File: src/pkg/tone_loader_params.svh
`ifndef TONE_LOADER_PARAMS_SVH
`define TONE_LOADER_PARAMS_SVH

// ----------------------------------------------------------------
// Programming port and word codes
// ----------------------------------------------------------------
`define PROG_ADDR        8'hE8
`define HDR_TX           16'h8000
`define HDR_RX           16'h8001
`define TX_VAL_MASK      16'h3FFF
`define RX_VAL_MASK      16'h7FFF
`define HDR_BIT          15

// ----------------------------------------------------------------
// Memory layout
// ----------------------------------------------------------------
`define TX_WORDS         6'd16
`define RX_WORDS         6'd26
`define RX_BASE          6'd16
`define MEM_LAST         6'd41
`define RX_SET_WORDS     13
`define NCYC_OFS         10
`define MINT_OFS         11
`define MAXT_OFS         12
`define TX_P4_BASE       6'd12

// ----------------------------------------------------------------
// Reset values for pair four (2130 Hz and 2750 Hz, -20 dBm at 3.3 V)
// ----------------------------------------------------------------
`define P4_F1_DEF        16'h1C68
`define P4_F2_DEF        16'h24AD
`define P4_LVL_DEF       16'h089A
`define SILENT_DEF       8'h3F

// ----------------------------------------------------------------
// Timing
// ----------------------------------------------------------------
`define CLK_HZ           100000000
`define TICK_HZ          9600
`define TICK_CYCLES      ((`CLK_HZ + `TICK_HZ - 1) / `TICK_HZ)
`define TIMER_MAX        16'hFFFF

`endif

File: src/pkg/tone_loader_pkg.sv
package tone_loader_pkg;

	typedef enum logic [2:0] {
		ST_CLEAR = 3'b000,
		ST_IDLE  = 3'b001,
		ST_TX    = 3'b010,
		ST_RX    = 3'b011,
		ST_COPY  = 3'b100
	} load_state_e;

	typedef logic [14:0] coef_t;

endpackage : tone_loader_pkg

File: src/core/tone_pair_program_loader.sv
`timescale 1ns/10ps
`include "tone_loader_params.svh"

// Overview of operation
// RULE1 - Four transmit pairs, each with two tones holding frequency and level.
// RULE2 - A tone written with zero frequency and zero level is silent.
// RULE3 - Transmit load opens with header 8000 hex; values 0 to 3FFF.
// RULE4 - Up to seventeen words: per pair f1, l1, f2, l2 in order.
// RULE5 - Host encodes frequency as hertz times 3.414, at most 3.4 kHz.
// RULE6 - Host encodes level as Vrms times 93780 over supply voltage.
// RULE7 - Reset leaves pairs one to three silent, pair four 2130+2750 Hz.
// RULE8 - Receive load opens with header 8001 hex; values 0 to 7FFF.
// RULE9 - Receive load is 27 words: two groups of ten coefficients plus timing.
// RULE10 - Coefficients are 15-bit two's complement, coefficient times 8192.
// RULE11 - Detector times ncycles input cycles and accepts within min and max.
// RULE12 - Time limits count ticks of a 9.6 kHz timer.
// RULE13 - Level detector switches on and off at two thresholds.
// RULE14 - Receive changes apply only on next entry into programmed detect mode.
// RULE15 - After reset the receive detector acts as a 2130+2750 Hz detector.
// RULE16 - Flag clears on each write and sets again once the word is absorbed.
// RULE17 - Programming memory cleared on reset or powersave entry.
// RULE18 - Host leaves mode settings alone until the flag returns to one.
// RULE19 - Programming register is write-only, 16 bits, at bus address E8.
// RULE20 - Tone detected only when frequency in range and level on together.
module tone_pair_program_loader
	import tone_loader_pkg::*;
#(
	parameter int          TICK_DIV   = `TICK_CYCLES,
	parameter logic [15:0] DEF_NCYC1  = 16'h0010,
	parameter logic [15:0] DEF_MIN1   = 16'h0046,
	parameter logic [15:0] DEF_MAX1   = 16'h004A,
	parameter logic [15:0] DEF_NCYC2  = 16'h0010,
	parameter logic [15:0] DEF_MIN2   = 16'h0037,
	parameter logic [15:0] DEF_MAX2   = 16'h0039,
	parameter logic [15:0] LVL_ON_TH  = 16'h0100,
	parameter logic [15:0] LVL_OFF_TH = 16'h00C0
) (
	input  wire logic          ref_clk,
	input  wire logic          nrst,
	input  wire logic          clk_en,
	input  wire logic          powersave,
	input  wire logic          prog_wr,
	input  wire logic [7:0]    prog_addr,
	input  wire logic [15:0]   prog_data,
	output logic               prog_flag,
	input  wire logic          tx_rd_en,
	input  wire logic [3:0]    tx_rd_idx,
	output logic      [15:0]   tx_rd_data,
	output logic      [7:0]    tx_tone_silent,
	input  wire logic          rx_mode_enter,
	output logic      [389:0]  rx_coef_active,
	output logic               rx_default_mode,
	input  wire logic [1:0]    cycle_done,
	input  wire logic [31:0]   level_mag,
	output logic      [1:0]    level_on,
	output logic      [1:0]    freq_ok,
	output logic      [1:0]    tone_det
);

	// ----------------------------------------------------------------
	// Loader state
	// ----------------------------------------------------------------
	load_state_e   state_q;
	logic [5:0]    widx_q;
	logic          wpend_q;
	logic [15:0]   wdata_q;
	logic          flag_q;
	logic          freq_zero_q;
	logic          rx_dflt_q;
	logic          act_dflt_q;
	logic [5:0]    cidx_q;
	logic          cvld_q;
	logic [4:0]    cdst_q;
	coef_t         act_q [0:25];

	logic          mem_we;
	logic [5:0]    mem_wa;
	logic [15:0]   mem_wd;
	logic [15:0]   copy_rd;
	logic          word_take;
	logic          hdr_word;

	// RULE19
	assign word_take = prog_wr && (prog_addr == `PROG_ADDR);
	assign hdr_word  = prog_data[`HDR_BIT];

	always_ff @(posedge ref_clk or negedge nrst) begin
		if (!nrst) begin
			state_q <= ST_CLEAR;
			widx_q  <= 6'h00;
			wpend_q <= 1'b0;
			wdata_q <= 16'h0000;
		end else if (clk_en) begin
			wpend_q <= 1'b0;
			if (powersave) begin
				state_q <= ST_CLEAR; // RULE17
				widx_q  <= 6'h00;
			end else begin
				case (state_q)
					ST_CLEAR: begin
						widx_q <= widx_q + 6'h01;
						if (widx_q == `MEM_LAST) begin
							state_q <= ST_IDLE;
						end
					end
					ST_COPY: begin
						if (cidx_q == `RX_WORDS && !cvld_q) begin
							state_q <= ST_IDLE;
						end
					end
					default: begin
						if (rx_mode_enter && state_q == ST_IDLE) begin
							state_q <= ST_COPY; // RULE14
						end else if (word_take && hdr_word) begin
							// A fresh header abandons any load in progress
							widx_q <= 6'h00;
							if (prog_data == `HDR_TX) begin
								state_q <= ST_TX; // RULE3
							end else if (prog_data == `HDR_RX) begin
								state_q <= ST_RX; // RULE8
							end else begin
								state_q <= ST_IDLE;
							end
						end else if (word_take && state_q != ST_IDLE) begin
							wpend_q <= 1'b1;
							wdata_q <= prog_data;
						end else if (wpend_q) begin
							widx_q <= widx_q + 6'h01;
							if (state_q == ST_TX && widx_q == `TX_WORDS - 6'h01) begin
								state_q <= ST_IDLE; // RULE4
							end
							if (state_q == ST_RX && widx_q == `RX_WORDS - 6'h01) begin
								state_q <= ST_IDLE; // RULE9
							end
						end
					end
				endcase
			end
		end
	end

	// ----------------------------------------------------------------
	// Programming flag
	// ----------------------------------------------------------------
	// Low through clearing and copying, except the first copy cycle, which still shows the idle value
	always_ff @(posedge ref_clk or negedge nrst) begin
		if (!nrst) begin
			flag_q <= 1'b0;
		end else if (clk_en) begin
			if (powersave || state_q == ST_CLEAR || state_q == ST_COPY) begin
				flag_q <= 1'b0;
			end else if (word_take) begin
				flag_q <= 1'b0; // RULE16
			end else if (!wpend_q && !rx_mode_enter) begin
				flag_q <= 1'b1; // RULE16
			end
		end
	end

	assign prog_flag = flag_q;

	// ----------------------------------------------------------------
	// Memory write path
	// ----------------------------------------------------------------
	always_comb begin
		mem_we = 1'b0;
		mem_wa = widx_q;
		mem_wd = 16'h0000;
		if (state_q == ST_CLEAR) begin
			mem_we = 1'b1; // RULE17
			if (widx_q == `TX_P4_BASE) begin
				mem_wd = `P4_F1_DEF; // RULE7
			end else if (widx_q == `TX_P4_BASE + 6'd1 || widx_q == `TX_P4_BASE + 6'd3) begin
				mem_wd = `P4_LVL_DEF;
			end else if (widx_q == `TX_P4_BASE + 6'd2) begin
				mem_wd = `P4_F2_DEF;
			end
		end else if (wpend_q && state_q == ST_TX) begin
			mem_we = 1'b1;
			mem_wd = wdata_q & `TX_VAL_MASK; // RULE1
		end else if (wpend_q && state_q == ST_RX) begin
			mem_we = 1'b1;
			mem_wa = widx_q + `RX_BASE;
			mem_wd = wdata_q & `RX_VAL_MASK; // RULE10
		end
	end

	coef_mem #(
		.AW (6),
		.DW (16)
	) u_mem (
		.ref_clk   (ref_clk),
		.clk_en    (clk_en),
		.wr_en     (mem_we),
		.wr_addr   (mem_wa),
		.wr_data   (mem_wd),
		.rd_a_addr ({2'b00, tx_rd_idx}),
		.rd_a_q    (tx_rd_data),
		.rd_b_addr (cidx_q + `RX_BASE),
		.rd_b_q    (copy_rd)
	);

	// ----------------------------------------------------------------
	// Silent-tone tracking
	// ----------------------------------------------------------------
	always_ff @(posedge ref_clk or negedge nrst) begin
		if (!nrst) begin
			tx_tone_silent <= `SILENT_DEF; // RULE7
			freq_zero_q    <= 1'b0;
		end else if (clk_en) begin
			if (state_q == ST_CLEAR) begin
				tx_tone_silent <= `SILENT_DEF;
			end else if (wpend_q && state_q == ST_TX) begin
				if (!widx_q[0]) begin
					freq_zero_q <= (wdata_q & `TX_VAL_MASK) == 16'h0000;
				end else begin
					tx_tone_silent[widx_q[3:1]] <= freq_zero_q && ((wdata_q & `TX_VAL_MASK) == 16'h0000); // RULE2
				end
			end
		end
	end

	// ----------------------------------------------------------------
	// Receive default and active-set copy
	// ----------------------------------------------------------------
	always_ff @(posedge ref_clk or negedge nrst) begin
		if (!nrst) begin
			rx_dflt_q  <= 1'b1;
			act_dflt_q <= 1'b1; // RULE15
		end else if (clk_en) begin
			if (state_q == ST_CLEAR) begin
				rx_dflt_q <= 1'b1;
			end else if (wpend_q && state_q == ST_RX && widx_q == `RX_WORDS - 6'h01) begin
				rx_dflt_q <= 1'b0;
			end
			if (state_q == ST_IDLE && rx_mode_enter && !powersave) begin
				act_dflt_q <= rx_dflt_q; // RULE14
			end
		end
	end

	assign rx_default_mode = act_dflt_q;

	always_ff @(posedge ref_clk or negedge nrst) begin
		if (!nrst) begin
			cidx_q <= 6'h00;
			cvld_q <= 1'b0;
			cdst_q <= 5'h00;
		end else if (clk_en) begin
			cvld_q <= 1'b0;
			if (state_q != ST_COPY) begin
				cidx_q <= 6'h00;
			end else if (cidx_q != `RX_WORDS) begin
				cvld_q <= 1'b1;
				cdst_q <= cidx_q[4:0];
				cidx_q <= cidx_q + 6'h01;
			end
		end
	end

	genvar gi;
	generate
		for (gi = 0; gi < `RX_WORDS; gi++) begin : g_act
			always_ff @(posedge ref_clk or negedge nrst) begin
				if (!nrst) begin
					act_q[gi] <= 15'h0000;
				end else if (clk_en && cvld_q && cdst_q == 5'(gi)) begin
					act_q[gi] <= copy_rd[14:0]; // RULE14
				end
			end
			assign rx_coef_active[gi*15 +: 15] = act_q[gi];
		end
	endgenerate

	// ----------------------------------------------------------------
	// 9.6 kHz timer tick
	// ----------------------------------------------------------------
	logic [15:0] tick_cnt_q;
	logic        tick;

	assign tick = (tick_cnt_q == 16'(TICK_DIV - 1));

	always_ff @(posedge ref_clk or negedge nrst) begin
		if (!nrst) begin
			tick_cnt_q <= 16'h0000;
		end else if (clk_en) begin
			tick_cnt_q <= tick ? 16'h0000 : tick_cnt_q + 16'h0001; // RULE12
		end
	end

	// ----------------------------------------------------------------
	// Frequency and level detectors
	// ----------------------------------------------------------------
	generate
		for (gi = 0; gi < 2; gi++) begin : g_det
			logic [15:0] ncyc;
			logic [15:0] tmin;
			logic [15:0] tmax;
			logic [15:0] cyc_q;
			logic [15:0] time_q;
			logic [15:0] mag;

			assign mag = level_mag[gi*16 +: 16];
			always_comb begin
				if (act_dflt_q) begin
					ncyc = (gi == 0) ? DEF_NCYC1 : DEF_NCYC2; // RULE15
					tmin = (gi == 0) ? DEF_MIN1 : DEF_MIN2;
					tmax = (gi == 0) ? DEF_MAX1 : DEF_MAX2;
				end else begin
					ncyc = {1'b0, act_q[gi*`RX_SET_WORDS + `NCYC_OFS]};
					tmin = {1'b0, act_q[gi*`RX_SET_WORDS + `MINT_OFS]};
					tmax = {1'b0, act_q[gi*`RX_SET_WORDS + `MAXT_OFS]};
				end
			end

			// Timer saturates so a stalled input cannot wrap back into range
			always_ff @(posedge ref_clk or negedge nrst) begin
				if (!nrst) begin
					cyc_q        <= 16'h0000;
					time_q       <= 16'h0000;
					freq_ok[gi]  <= 1'b0;
				end else if (clk_en) begin
					if (cycle_done[gi] && cyc_q + 16'h0001 >= ncyc) begin
						freq_ok[gi] <= (time_q >= tmin) && (time_q <= tmax); // RULE11
						cyc_q       <= 16'h0000;
						time_q      <= 16'h0000;
					end else begin
						if (cycle_done[gi]) begin
							cyc_q <= cyc_q + 16'h0001;
						end
						if (tick && time_q != `TIMER_MAX) begin
							time_q <= time_q + 16'h0001; // RULE12
						end
					end
				end
			end

			always_ff @(posedge ref_clk or negedge nrst) begin
				if (!nrst) begin
					level_on[gi] <= 1'b0;
				end else if (clk_en) begin
					if (!level_on[gi] && mag >= LVL_ON_TH) begin
						level_on[gi] <= 1'b1; // RULE13
					end else if (level_on[gi] && mag < LVL_OFF_TH) begin
						level_on[gi] <= 1'b0; // RULE13
					end
				end
			end

			assign tone_det[gi] = freq_ok[gi] && level_on[gi]; // RULE20

			det_needs_both_a: assert property (@(posedge ref_clk) disable iff (!nrst)
				tone_det[gi] |-> (freq_ok[gi] && level_on[gi])) // RULE20
				else $error("tone reported without range and level");
			level_hyst_a: assert property (@(posedge ref_clk) disable iff (!nrst)
				(clk_en && level_on[gi] && mag >= LVL_OFF_TH) |=> level_on[gi]) // RULE13
				else $error("level detector dropped above off threshold");
		end
	endgenerate

	// ----------------------------------------------------------------
	// Checks
	// ----------------------------------------------------------------
	flag_write_clear_a: assert property (@(posedge ref_clk) disable iff (!nrst)
		(clk_en && word_take) |=> !prog_flag) // RULE16
		else $error("flag still set after programming write");
	flag_return_a: assert property (@(posedge ref_clk) disable iff (!nrst)
		(clk_en && word_take && state_q != ST_IDLE && !hdr_word && !powersave)
		##1 clk_en [*2] |=> prog_flag) // RULE16
		else $error("flag not restored after word absorbed");
	tx_header_a: assert property (@(posedge ref_clk) disable iff (!nrst)
		(clk_en && !powersave && state_q != ST_CLEAR && state_q != ST_COPY && !rx_mode_enter
		&& word_take && prog_data == `HDR_TX) |=> (state_q == ST_TX && widx_q == 6'h00)) // RULE3
		else $error("transmit header did not start load");
	rx_header_a: assert property (@(posedge ref_clk) disable iff (!nrst)
		(clk_en && !powersave && state_q != ST_CLEAR && state_q != ST_COPY && !rx_mode_enter
		&& word_take && prog_data == `HDR_RX) |=> (state_q == ST_RX)) // RULE8
		else $error("receive header did not start load");
	clear_on_save_a: assert property (@(posedge ref_clk) disable iff (!nrst)
		(clk_en && powersave) |=> (state_q == ST_CLEAR && !prog_flag)) // RULE17
		else $error("powersave did not clear store");
	tx_store_a: assert property (@(posedge ref_clk) disable iff (!nrst)
		(mem_we && state_q == ST_TX) |-> (mem_wa < `TX_WORDS && mem_wd <= `TX_VAL_MASK)) // RULE4
		else $error("transmit word outside pair area");
	rx_store_a: assert property (@(posedge ref_clk) disable iff (!nrst)
		(mem_we && state_q == ST_RX) |-> (mem_wa >= `RX_BASE && mem_wa <= `MEM_LAST && !mem_wd[15])) // RULE9
		else $error("receive word outside detector area");
	active_hold_a: assert property (@(posedge ref_clk) disable iff (!nrst)
		(state_q == ST_RX) |=> $stable(act_dflt_q)) // RULE14
		else $error("active detector set changed during load");

endmodule : tone_pair_program_loader

File: src/core/coef_mem.sv
`timescale 1ns/10ps
`include "tone_loader_params.svh"

// Tone programming store: one write port, two registered read ports
module coef_mem #(
	parameter int AW = 6,
	parameter int DW = 16
) (
	input  wire logic          ref_clk,
	input  wire logic          clk_en,
	input  wire logic          wr_en,
	input  wire logic [AW-1:0] wr_addr,
	input  wire logic [DW-1:0] wr_data,
	input  wire logic [AW-1:0] rd_a_addr,
	output logic      [DW-1:0] rd_a_q,
	input  wire logic [AW-1:0] rd_b_addr,
	output logic      [DW-1:0] rd_b_q
);

	logic [DW-1:0] mem [0:(1<<AW)-1];

	// No reset on the array; the loader walks it at start-up instead
	always_ff @(posedge ref_clk) begin
		if (clk_en && wr_en) begin
			mem[wr_addr] <= wr_data;
		end
	end

	always_ff @(posedge ref_clk) begin
		if (clk_en) begin
			rd_a_q <= mem[rd_a_addr];
			rd_b_q <= mem[rd_b_addr];
		end
	end

endmodule : coef_mem

File: config.mk
export PLATFORM = sky130hd
export DESIGN_NAME = tone_pair_program_loader
export DESIGN_NICKNAME = d
export VERILOG_FILES = /design/src/pkg/tone_loader_pkg.sv /design/src/core/tone_pair_program_loader.sv /design/src/core/coef_mem.sv
export VERILOG_INCLUDE_DIRS = /design/src /design/src/pkg
export SDC_FILE = /design/constraint.sdc
export NUM_CORES = 2
export LEC_CHECK = 0
export BUFFER_PORTS_ARGS = -buffer_cell sky130_fd_sc_hd__buf_2
export CORE_UTILIZATION = 35
export CTS_BUF_LIST = sky130_fd_sc_hd__clkbuf_4 sky130_fd_sc_hd__clkbuf_8
export CTS_CLUSTER_DIAMETER = 100
export DETAILED_ROUTE_END_ITERATION = 7
export GPL_ROUTABILITY_DRIVEN = 0
export REMOVE_ABC_BUFFERS = 1
export SLEW_MARGIN = 10
export SYNTH_ARGS = -nofsm -noshare
export SYNTH_HDL_FRONTEND = slang
export SYNTH_SLANG_ARGS = --single-unit
File: constraint.sdc
create_clock -name ref_clk -period 5.4 [get_ports ref_clk]
set_clock_uncertainty 0.15 [all_clocks]
set_input_delay 0.54 -clock ref_clk [delete_from_list [all_inputs] [get_ports ref_clk]]
set_output_delay 0.54 -clock ref_clk [all_outputs]
set_load 0.01 [all_outputs]
==> results.yml <==
floorplan:
  die_area_um2: 184000
  die_w_um: 429
  initial_core_util_pct: 35.3
  row_count: 156
  io_pins: 491
  coreArea_um2: 181000
  die_h_um: 429
clock_tree:
  post_cts_resized: 0
  clock-root-buffer: "clkbuf_8"
  tritoncts: "built"
  clkTransAtPathRegs_ns: 0.06
  numClockSinks: 1513
  clock_latency_ns: 0.99
  numCtsBuffers: 236
  clock_path_buffers: 3
  cts_setup_buffers: 0
  cts_hold_buf: 46
  htreeDepth: 4
yosys:
  ys_top_cells_by_count: "edfxtp_1, dfrtp_1, mux2_2"
  async_flop_share_pct: 34.6
  ys_seq_area_share_pct: 67.0
  synth-seq-cells: 1513
  synth_area_um2: 63900
  avgSynthCellArea_um2: 17.7
  synth_top_area_cell: "edfxtp_1"
  synth_flop_cell: "edfxtp_1"
  synth_top_area_share_pct: 46.5
  ys_warn_count: 0
  yosysMostFrequentCell: "edfxtp_1"
  synthTopCellsByArea: "edfxtp_1, dfrtp_1, mux4_2"
  synth.distinct_cells: 74
  synth_edf_count: 990
  synthCells: 3619
sta:
  rsz0062_at_grt: "no"
  post-route-min-period_ns: 4.15
  tns_ns: 0
  slew_viol_final: 0
  slew_headroom_pct: 23.7
  period_share_pct: 76.8
  finalSetupViolCount: 0
  tightestPinTransition_ns: 1.14
  max_freq_ghz: 0.241
  hold_viol_final: 0
  fin_ws_ns: 1.25
finish:
  seq_area_um2: 42800
  fin_util_pct: 41.5
  nets: 4506
  drive_gt1_share_pct: 41.5
  fillers: 16300
  synthToLayoutAreaGrowth_pct: 17.5
  multi_input_area_um2: 20200
global_routing:
  grt_pass1_vias: 37300
  grt.busiest_layer: "met2"
  grt_overflow: 0
  gr-usage-met3_pct: 3.66
  antenna_found_initial: 7
  track_usage_pct: 19.0
  grt_pass1_wl_mm: 258
  grt_use_met1_pct: 24.2
  grt_max_degree: 116
  grt_use_met2_pct: 32.5
worst_setup_path:
  reg2regPathDepth: 13
  worst-setup-path-type: "flip-flop to flip-flop"
  endpoint_kind: "flip-flop"
  cp-start-kind: "flip-flop"
  path_max_fanout: 14
  cp_data_required_time_ns: 6.13
  crit_arrival_ns: 4.88
detailed_routing:
  drc_errors: 0
  wire_per_inst_um: 25.6
  via_per_inst: 5.32
  vias: 36700
  drt_iter0_drc: 3183
  dr.pass1.iters: 7
  ant_nets: 0
  routed_wl_mm: 177
placed_design:
  dp_slack_ns: 1.35
  portBuffers: 476
  dp_hpwl_mm: 110
flow_run:
  cap_viol_max_count: 0
pwr:
  p_per_area_nw_per_um2: 315
  p_leak_nw: 29.3
  ir_drop_mv: 0.243
  power_w: 0.0237
worst_hold_path:
  min_path_type: "input pin to async pin"
status:
  status: "completed"
-- area by class of cell --
cell class / instances / area share (%)
sequential: 1513 / 57.0
multi-input combinational: 1866 / 26.9
timing repair buffer: 675 / 5.60
clock buffer: 330 / 5.45
tap: 2370 / 3.95
clock inverter: 107 / 0.856
inverter: 39 / 0.195
antenna: 3 / 0.0100
-- cell families (layout without fill, tap and decap cells) --
logic type / Yosys count / count (layout) / share of synthesized area, %
buf+inv: 240 / 1151 / 1.60
flops: 1513 / 1513 / 67.0
compound gates: 296 / 296 / 3.18
fa+ha+maj: 106 / 106 / 2.08
xor+xnor: 45 / 45 / 0.617
other cells: 1 / 4 / 0.00587
simple gates: 622 / 622 / 4.86
mux: 796 / 796 / 20.6
-- where the power goes --
group,internal [W],total (W),switching (W)
clock network,0.00502,0.00964,0.00462
registers,0.0124,0.0126,0.000165
logic,0.000565,0.00146,0.000897
-- registers in the layout (all words and copies together) (netlist names), 5 cells and up --
register,flops
rx_coef_active,390
cdst_q,5
g_det.time_q,32
tx_tone_silent,8
tick_cnt_q,16
u_mem.rd_b_q,15
widx_q,6
u_mem.mem,960
wdata_q,15
cidx_q,6
u_mem.rd_a_q,15
g_det.cyc_q,32
-- worst paths after layout --
kind / start / to / slack [ns]
hold / removal: nrst / rx_coef_active[211]$_DFFE_PN0P_ / 0.03
setup / recovery: g_det[1].cyc_q[0]$_DFFE_PN0P_ / g_det[1].time_q[15]$_DFFE_PN0P_ / 1.25
setup reg to reg: g_det[1].cyc_q[0]$_DFFE_PN0P_ / g_det[1].time_q[15]$_DFFE_PN0P_ / 1.25
max in group asynchronous: nrst / g_det[1].time_q[7]$_DFFE_PN0P_ / 3.72
hold reg to reg: tick_cnt_q[15]$_DFFE_PN0P_ / tick_cnt_q[15]$_DFFE_PN0P_ / 0.33
min in group ref_clk: prog_addr[2] / wpend_q$_DFFE_PN0P_ / 0.14
-- routing by layer --
metal	share of wire [%]	routed length [um]
met1	40	71300
met2	51	89500
met3	6.1	10700
met4	3.0	5360
met5	0	0
-- critical path: stages, from the launching register on --
cell	delay [ns]
dfrtp_1	0.43
ha_1	0.28
and3_1	0.34
nand2_1	0.09
nor2_1	0.19
and4_1	0.27
xor2_1	0.21
ha_1	0.27
a21oi_1	0.13
o21ai_0	0.13
nand2b_1	0.23
o21ai_1	0.88
a22oi_1	0.22
o22ai_1	0.20
-- cells in the final DEF, fill, tap and decap left out, types with 20 or more instances in the layout --
cell	count
mux2_2	416
nand2b_1	95
nand4_1	33
ha_1	106
clkinv_1	56
inv_1	39
dfrtp_1	511
buf_2	473
nand3_1	56
edfxtp_1	990
clkbuf_8	258
nand2_1	145
nor2_2	25
xor2_1	21
buf_4	139
a21oi_1	44
o21ai_0	57
nor2b_1	20
dlygate4sd3_1	46
nor2_1	133
mux4_2	375
clkbuf_4	72
xnor2_1	24
a22oi_1	38
clkinv_2	32
-- through the flow --
| step | hold slack [ns] | instance area (um^2) | cells |
|---|---|---|---|
| 6_report | 0.0291 | 75100 | 6903 |
| 2_1_floorplan | 0.0944 | 63000 | 3418 |
| 3_3_place_gp | 0.317 | 69900 | 6416 |
| 5_1_grt | 0.0667 | 75100 | 6902 |
| 4_1_cts | 0.0176 | 75100 | 6899 |
| 3_5_place_dp | 0.321 | 69900 | 6416 |
Power figures use the tool's default switching activity.
